<file path="config.mk">
export PLATFORM = sky130hd
export DESIGN_NAME = sadc_control
export DESIGN_NICKNAME = d
export VERILOG_FILES = /design/src/hw/sadc_control.v
export VERILOG_INCLUDE_DIRS = /design/src /design/src/hw
export SDC_FILE = /design/constraint.sdc
export NUM_CORES = 1
export LEC_CHECK = 0
export ABC_AREA = 1
export BUFFER_PORTS_ARGS = -buffer_cell sky130_fd_sc_hd__buf_4
export CAP_MARGIN = 10
export CORE_UTILIZATION = 30
export CTS_BUF_LIST = sky130_fd_sc_hd__clkbuf_4 sky130_fd_sc_hd__clkbuf_8
export DETAILED_ROUTE_END_ITERATION = 7
export PLACE_DENSITY = 0.55
export SETUP_SLACK_MARGIN = 0.15
export SKIP_LAST_GASP = 1
export SLEW_MARGIN = 15
export SYNTH_ARGS = -nofsm -noshare
export SYNTH_HDL_FRONTEND = slang
export SYNTH_SLANG_ARGS = --single-unit
</file>
<file path="constraint.sdc">
create_clock -name clk_sys_in -period 1.64 [get_ports clk_sys_in]
set_clock_uncertainty 0.2 [all_clocks]
set_input_delay 0 -clock clk_sys_in [delete_from_list [all_inputs] [get_ports clk_sys_in]]
set_output_delay 0 -clock clk_sys_in [all_outputs]
set_load 0.01 [all_outputs]
</file>
<file path="src/hw/sadc_consts.vh">
// constants for the software adc compare control block
`ifndef SADC_CONSTS_VH
`define SADC_CONSTS_VH
`define SADC_ADDR_CTRL_HIGH 8'he8
`define SADC_ADDR_CODE_LOW 8'h98
`define SADC_RESET_CTRL 8'h00
`define SADC_RESET_LOW 4'h0
`define SADC_BIT_RESULT 7
`define SADC_BIT_SEL_HIGH 6
`define SADC_BIT_SEL_LOW 5
`define SADC_BIT_START 4
`define SADC_SEL_FOURTH 2'h0
`define SADC_SEL_FIRST 2'h1
`define SADC_SEL_SECOND 2'h2
`define SADC_SEL_THIRD 2'h3
`define SADC_SETTLE_CYCLES 2'h1
`endif

</file>
<file path="src/hw/sadc_control.v">
// software adc: dac code, input selector, start bit and comparator result
`timescale 1ns/1ps
`default_nettype none
`include "sadc_consts.vh"
module sadc_control (
   // clock and reset
   input wire clk_sys_in,
   input wire rst_b_in,
   // special function register access
   input wire [7:0] sfr_addr_in,
   input wire sfr_wr_in,
   input wire sfr_rd_in,
   input wire [7:0] sfr_wdata_in,
   output reg [7:0] sfr_rdata_out,
   // analog front end
   output reg [3:0] analog_input_enable_out,
   output reg [1:0] input_select_out,
   output reg [7:0] dac_code_out,
   output reg compare_result_valid_out,
   input wire compare_raw_in
);

////////////////////////////////////////////////////////////////////////////////
reg [1:0] sel_r;
reg start_r;
reg [3:0] code_high_r;
reg [3:0] code_low_r;
reg result_r;
reg sync1_r;
reg sync2_r;
function [3:0] sadc_onehot;
   input [1:0] sel;
   begin
      case (sel)
         `SADC_SEL_FOURTH: sadc_onehot = 4'h8;
         `SADC_SEL_FIRST: sadc_onehot = 4'h1;
         `SADC_SEL_SECOND: sadc_onehot = 4'h2;
         `SADC_SEL_THIRD: sadc_onehot = 4'h4;
         default: sadc_onehot = 4'h0;
      endcase
   end
endfunction

wire wr_ctrl = sfr_wr_in && (sfr_addr_in == `SADC_ADDR_CTRL_HIGH);
wire wr_low = sfr_wr_in && (sfr_addr_in == `SADC_ADDR_CODE_LOW);
// a fresh start write restarts the one-cycle wait for a valid result
wire wr_start = wr_ctrl && sfr_wdata_in[`SADC_BIT_START];

////////////////////////////////////////////////////////////////////////////////
// register file
always @(posedge clk_sys_in or negedge rst_b_in) begin
   if (!rst_b_in) begin
      sel_r <= 2'h0;
      start_r <= 1'b0;
      code_high_r <= 4'h0;
      code_low_r <= `SADC_RESET_LOW;
   end else begin
      if (wr_ctrl) begin
         sel_r <= sfr_wdata_in[`SADC_BIT_SEL_HIGH:`SADC_BIT_SEL_LOW];
         start_r <= sfr_wdata_in[`SADC_BIT_START];
         code_high_r <= sfr_wdata_in[3:0];
      end
      if (wr_low) begin
         code_low_r <= sfr_wdata_in[3:0];
      end
   end
end

////////////////////////////////////////////////////////////////////////////////
// comparator sampling: synchronised through two flops, then copied into result_r every cycle while start_r is set
always @(posedge clk_sys_in or negedge rst_b_in) begin
   if (!rst_b_in) begin
      sync1_r <= 1'b0;
      sync2_r <= 1'b0;
      result_r <= 1'b0;
   end else begin
      sync1_r <= compare_raw_in;
      sync2_r <= sync1_r;
      if (start_r) begin
         result_r <= sync2_r;
      end
   end
end

////////////////////////////////////////////////////////////////////////////////
// outputs
always @(posedge clk_sys_in or negedge rst_b_in) begin
   if (!rst_b_in) begin
      analog_input_enable_out <= 4'h0;
      input_select_out <= 2'h0;
      dac_code_out <= 8'h00;
      compare_result_valid_out <= 1'b0;
      sfr_rdata_out <= 8'h00;
   end else begin
      analog_input_enable_out <= sadc_onehot(sel_r);
      input_select_out <= sel_r;
      dac_code_out <= {code_high_r, code_low_r};
      compare_result_valid_out <= start_r && !wr_start;
      if (sfr_rd_in && sfr_addr_in == `SADC_ADDR_CTRL_HIGH) begin
         sfr_rdata_out <= {result_r, sel_r, start_r, code_high_r};
      end else if (sfr_rd_in && sfr_addr_in == `SADC_ADDR_CODE_LOW) begin
         sfr_rdata_out <= {4'h0, code_low_r};
      end else begin
         sfr_rdata_out <= 8'h00;
      end
   end
end

endmodule
`default_nettype wire

</file>
======== Word-level counts from Yosys, hierarchy flattened ========
Cells that the tools add are included.
storage, ports and cells
  flip-flop bits (word level) ............. 37
  logic and storage cells ................. 28
  input port bits ......................... 21
  output and inout bits ................... 23
operators by class
  reduce and logical (&&, ||, !) cells .... 8
  multiplexer cells ....................... 3
  eq/ne operators ......................... 5
operators by type and width
  cell                count
  $eq 8x8->1 const B  2
  $pmux 4 s4          1
  $mux 8              1
  $logic_and 1x1->1   6
  $eq 2x2->1 const B  2
  $mux 4              1
  $eq 2x1->1 const B  1
  $logic_not 2->1     1
  $logic_not 1->1     1

======== Depth between registers and ports, before layout ========
Gate-level depths: netlist of run 1.
  depth in word-level cells ............... 5
  mapped depth ............................ 6
  depth with buffers taken out ............ 6

======== Worst setup path before layout of run 1 ========
No wires, ideal clock.
  path type ............................... input to register
  start ................................... input port sfr_addr_in[5]
  end ..................................... register code_low_r[3]
  stages .................................. 6
  slack ................................... 783 ps
  path buffers ............................ 0
  required time ........................... 1323 ps
  data arrival time ....................... 540 ps
  setup time .............................. 117 ps
  cell sequence ........................... inv_1 -> nand2_1 -> nor2_4 -> nand3_1 -> nand2_1 -> nand2_1
on the way
  longest elaborated chain between the ends .. 2
ends and longest elaborated chain
  item                  RTL line           text
  from (decl)           sadc_control.v:10  input wire [7:0] sfr_addr_in,
  $eq 8x8->1 (no line)  --
  $logic_and 1x1->1     sadc_control.v:45  wire wr_low = sfr_wr_in && (sfr_addr_in == `SADC_ADDR_CODE_LOW);
  to (signal assigned)  sadc_control.v:56  code_low_r <= `SADC_RESET_LOW;
  to (signal assigned)  sadc_control.v:64  code_low_r <= sfr_wdata_in[3:0];
  to (decl)             sadc_control.v:27  reg [3:0] code_low_r;
No other way between the ends.
A chain may end at the register's enable or synchronous reset.

======== Worst setup path in the final report of run 1 ========
  start ................................... input port sfr_wr_in
  end ..................................... register code_low_r[0]
on the way
  longest elaborated chain between the ends .. 1
ends and longest elaborated chain
  item               RTL line           text
  from (decl)        sadc_control.v:11  input wire sfr_wr_in,
  $logic_and 1x1->1  sadc_control.v:45
No other way between the ends.

==> flow_summary.yaml, run 1 <==
setup_path:
  critPathBufInv: 3
  crit_path_end_kind: "register"
  cp-start-kind: "primary input"
  r2r_start: "sel_r[1]"
  cpMaxStageDelayCell: "dlygate4sd3_1"
  crit_required_ns: 1.62
  critical_path_depth: 5
  crit_fanout: 13
  crit_family: "buffers and inverters"
  startpoint: "sfr_wr_in"
  worst_path_largest_cell_delay_ns: 0.56
  r2r_cells: 2
  cpMostUsedCell: "dlygate4sd3_1"
  path_class: "in2reg"
  cp.arrival_ns: 1.43
  cp_cell_sequence: "dlygate4sd3_1 -> buf_6 -> nand4_1 -> dlygate4sd3_1 -> nand2_1"
drt:
  firstDrtPassIters: 4
  ant_nets: 0
  drc: 0
  drtIter0Drc: 43
  post_drt_wl_per_cell_um: 11.64
  num_vias: 1100
  wirelength_mm: 2.816
  avgViaCountPerCell: 4.545
cts:
  root_buffer: "clkbuf_8"
  clock-sinks: 37
  numCtsBuffers: 5
  clockBufferDepth: 2
  cts_tree: "built"
  htree_levels: 2
  cts.clk_slew.worst_paths_ns: 0.07
  clk_latency_ns: 0.29
die:
  ios: 44
  coreArea_um2: 4414
  die_h_um: 70.44
  num_rows: 24
  die_w_um: 70.44
  dieArea_um2: 4961
  start_util: 0.3183
logic_synthesis:
  synthCells: 123
  synth_edf_count: 0
  synth_most_common_cell: "dfrtp_1"
  yosysTopAreaCell: "dfrtp_1"
  synth_top_area_frac: 0.6589
  postSynth.asyncResetShare: 1.000
  synthesis.area_um2: 1405
  synth-main-ff-cell: "dfrtp_1"
  ys_seq_elements: 37
  synthTopCellsByCount: "dfrtp_1 (37), nand2_1 (33), nand4_1 (19)"
  yosysWarnings: 0
  synth.yosys.seq_area_share: 0.6589
  syn_nets: 144
  synth_area_leaders: "dfrtp_1 (66%), nand2_1 (8.8%), nand4_1 (8.5%)"
  synth_cell_type_count: 15
  synth.avg_cell_area_um2: 11.42
finish:
  num-nets-final: 210
  diodes: 0
  syn_to_final_growth_pct: 44.70
  drive_above_1_share: 0.3263
global_routing:
  grt_pass1_vias: 1100
  grt_pass1_wl_mm: 4.781
  grt_max_degree: 38
  grt-ovfl-total: 0
  grt_usage: 0.1259
  antenna_found_initial: 0
outcome:
  outcome: "complete, no violations"
place:
  dp_hpwl_mm: 1.926
  numPortBuffers: 42
  gp_congestion: 0.7851
power:
  leakagePower_uw: 0.001078
  power_uw: 1764
  powerDensity_nw_per_um2: 867.4
  ir_drop_v: 0.0003361
timing:
  slew_headroom: 0.7063
  fmax_mhz: 687.2
  rsz0062_at_grt: "false"
  finalSetupTns_ns: 0
  hold_slack_ns: 0.004289
  hold_viol: 0
  min_period_ns: 1.455
  drv_slew: 0
  setup_viol: 0
  tightest_slew_ns: 0.4405
  post-route-period-util: 0.8873
job:
  drv_cap: 0
hold_path:
  hold_class: "in2async"
==> metal layers <==
layer,global-route usage,vias up,wire length (µm)
met1,0.1382,524,1046
met2,0.2116,39,1474
met3,0.04040,7,232
met5,0,-,0
li1,-,530,-
met4,0.07333,0,63
==> state kept, by name, summed over array words and instances, names as in the netlist, 2 cells and up <==
| signal | cells |
|---|---|
| analog_input_enable_out | 4 |
| code_high_r | 4 |
| code_low_r | 4 |
| dac_code_out | 8 |
| input_select_out | 2 |
| sel_r | 2 |
| sfr_rdata_out | 8 |
==> cell families (layout without fill, tap and decap cells) <==
family,count (synthesis),count (layout),synth area share
AND/OR/NAND/NOR,68,68,0.2609
AO/OA/AOI/OAI,1,1,0.003558
flip-flops,37,37,0.6590
buffers and inverters,17,84,0.07657
==> cell type report <==
type / count / area [µm²]
Clock buffer: 6 / 76.32
Clock inverter: 2 / 10.01
Fill cell: 419 / 2381
Inverter: 12 / 45.04
Multi-Input combinational cell: 69 / 371.6
Sequential cell: 37 / 925.9
Tap cell: 52 / 65.06
Timing Repair Buffer: 64 / 539.3
==> path summary, 6_finish.rpt <==
check,endpoint,slack (ns)
setup / recovery,code_low_r[0],0.18
hold / removal,code_low_r[3],0.004
setup reg to reg,analog_input_enable_out[1],0.73
hold reg to reg,sync2_r,0.15
max in group asynchronous,code_low_r[1],0.92
min in group clk_sys_in,code_low_r[3],0.01
==> worst reg2reg max path, stage by stage (launching register included) <==
cell     delay, ns
dfrtp_1       0.44
inv_1         0.11
nor2_1        0.05
==> where the power goes <==
| part | total, µW | switching [µW] | leakage (µW) | internal, µW |
|---|---|---|---|---|
| Combinational | 178 | 90.9 | 0.000527 | 87.0 |
| Sequential | 974 | 19.9 | 0.000502 | 954 |
| Clock | 612 | 302 | 0.0000484 | 310 |
==> metrics by stage <==
stage	area (µm²)	utilization	setup WS, ns	std cells
after floorplan	1405	-	0.7831	123
after global placement	1730	0.3920	0.4753	213
after detailed placement	1730	0.3920	0.4512	213
after CTS	2027	0.4592	0.1651	242
after global routing	2033	0.4606	0.1532	242
final	2033	0.4606	0.1848	242
==> placed cells by master (no fill, tap or decap) <==
master / Yosys / layout
clkbuf_8: 1 / 5
nand4_1: 19 / 19
nand3_1: 1 / 1
clkinv_2: 0 / 2
nor2_2: 4 / 4
inv_1: 11 / 11
clkbuf_4: 0 / 1
buf_6: 3 / 1
o21ai_0: 1 / 1
nor2_4: 3 / 3
nand3_4: 2 / 2
nand2_2: 1 / 1
buf_4: 0 / 42
nand2_1: 33 / 33
inv_2: 1 / 1
dlymetal6s4s_1: 0 / 1
dfrtp_1: 37 / 37
nor2_1: 5 / 5
dlygate4sd3_1: 0 / 20
==> repair_timing <==
item | CTS | global route
hold buffers | 21 | 0
resized for setup | 0 | 2
setup buffers | 0 | 0
setup endpoints to repair | 0 | 10
hold endpoints to repair | 58 | 0
No activity file was read; power rests on OpenSTA's default activity.
==> inputs of run 2 (changes only) <==
--- a/config.mk
+++ b/config.mk
@@ -9,10 +9,10 @@
 export ABC_AREA = 1
 export BUFFER_PORTS_ARGS = -buffer_cell sky130_fd_sc_hd__buf_4
 export CAP_MARGIN = 10
-export CORE_UTILIZATION = 30
+export CORE_UTILIZATION = 55
 export CTS_BUF_LIST = sky130_fd_sc_hd__clkbuf_4 sky130_fd_sc_hd__clkbuf_8
 export DETAILED_ROUTE_END_ITERATION = 7
-export PLACE_DENSITY = 0.55
+export PLACE_DENSITY = 0.88
 export SETUP_SLACK_MARGIN = 0.15
 export SKIP_LAST_GASP = 1
 export SLEW_MARGIN = 15
==> flow_summary.yaml, run 2 (synthesized netlist as in run 1, its figures left out) <==
outcome:
  outcome: "complete, no violations"
drt:
  drtIter0Drc: 23
  avgViaCountPerCell: 5.509
  num_vias: 1212
  post_drt_wl_per_cell_um: 15.34
  ant_nets: 0
  wirelength_mm: 3.375
  drc: 0
  firstDrtPassIters: 5
global_routing:
  grt_max_degree: 38
  grt_pass1_vias: 1198
  antenna_found_initial: 0
  grt_pass1_wl_mm: 5.706
  grt-ovfl-total: 0
  grt_usage: 0.3019
hold_path:
  hold_class: "in2reg"
power:
  ir_drop_v: 0.0009347
  p_sw_uw: 396.8
  leakagePower_uw: 0.001085
  p_sw_frac: 0.2395
  p_seq_frac: 0.588
  clkPwrFrac: 0.301
  intPower_uw: 1260
  powerDensity_nw_per_um2: 826.5
  power_frac_comb: 0.112
cts:
  cts.clk_slew.worst_paths_ns: 0.10
  htree_levels: 2
  root_buffer: "clkbuf_4"
  clock-sinks: 37
  clk_latency_ns: 0.33
  cts_tree: "built"
  numCtsBuffers: 5
  cts_setup_buffers: 0
  clockBufferDepth: 2
finish:
  final_cell_mix: "buf_4 (43), dfrtp_1 (37), nand2_1 (33)"
  diodes: 0
  syn_to_final_growth_pct: 42.65
  num-nets-final: 213
  final_common_cell: "buf_4"
  reg_top3: "dac_code_out (8), sfr_rdata_out (8)"
  drive_above_1_share: 0.3177
  fillers: 103
  fin_area_um2: 2004
die:
  start_util: 0.6060
  dieArea_um2: 2761
  die_w_um: 52.55
  coreArea_um2: 2318
  die_h_um: 52.55
  ios: 44
  num_rows: 17
setup_path:
  cp-start-kind: "primary input"
  cpMaxStageDelayCell: "dlygate4sd3_1"
  crit_family: "buffers and inverters"
  path_class: "in2reg"
  cpMostUsedCell: "dlygate4sd3_1"
  crit_required_ns: 1.66
  crit_path_end_kind: "register"
  r2r_slack_ns: 0.68
  cp_cell_sequence: "dlygate4sd3_1 -> buf_4 -> nand4_1 -> dlygate4sd3_1 -> nand2_1"
  crit_fanout: 13
  worst_path_largest_cell_delay_ns: 0.58
  critPathBufInv: 3
  cp.arrival_ns: 1.50
timing:
  slew_headroom: 0.7014
  hold_viol: 0
  drv_slew: 0
  fmax_mhz: 678.1
  tightest_slew_ns: 0.4479
  rsz0062_at_grt: "false"
  hold_slack_ns: 0.02891
  finalSetupTns_ns: 0
  setup_viol: 0
  min_period_ns: 1.475
  post-route-period-util: 0.8992
place:
  dp_hpwl_mm: 1.739
  numPortBuffers: 42
  gp_congestion: 0.7299
  placedInstanceArea_um2: 1700
job:
  drv_cap: 0
## run 2: cell count changes in the layout (fill, tap and decap cells not counted), sizes merged
cell and delta:
dlygate4sd3 +2, clkbuf +1, clkinv -2, dlymetal6s4s +1
## run 2: cell type report
type,instances,area (µm²),area share
multi-input combinational,69,371.6,0.1854
inverter,12,45.04,0.02247
tap,28,35.03,0.01748
timing repair buffer,67,568.0,0.2834
sequential,37,925.9,0.4619
clock buffer,7,58.81,0.02934
## run 2: routing by layer
metal	track usage	routed length [µm]	up-vias
li1	-	-	544
met1	0.3933	1246	574
met2	0.4494	1751	74
met3	0.08696	240	20
met4	0.1711	136	0
met5	0	0	-
## run 2: worst register-to-register path, stage by stage, from the launching register on
cell and delay [ns]:
dfrtp_1 0.46, nand2_1 0.12, nand2_1 0.08
## run 2: per-stage QoR
step | util | instances | total power, µW | setup WS [ns]
after global placement | 0.7334 | 189 | 1134 | 0.4756
final | 0.8645 | 220 | 1657 | 0.1653
after detailed placement | 0.7334 | 189 | 1144 | 0.4232
after global routing | 0.8645 | 220 | 1718 | 0.1625
after CTS | 0.8624 | 220 | 1652 | 0.1973
after floorplan | - | 123 | 1054 | 0.7831
## run 2: final timing paths
kind / start / to / cells past startpoint
setup / recovery: sfr_wr_in / sel_r[0] / 5
hold / removal: sfr_addr_in[2] / sfr_rdata_out[0] / 7
setup reg to reg: sel_r[0] / sel_r[0] / 2
hold reg to reg: sync1_r / sync2_r / 0
max in group asynchronous: rst_b_in / code_low_r[3] / 3
min in group asynchronous: rst_b_in / sfr_rdata_out[0] / 3
## run 2: power by group through the flow
stage,Combinational [µW],Clock [µW],Sequential (µW)
4_1_cts,181,499,973
3_5_place_dp,153,0,991
5_1_grt,204,534,979
6_report,185,498,974
2_1_floorplan,58.6,0,996
3_3_place_gp,146,0,989
## run 2: timing repair
action / CTS / global route
hold buffers: 24 / 0
endpoints found under the hold margin: 58 / 0
resized for setup: 0 / 2
endpoints found under the setup margin: 0 / 19
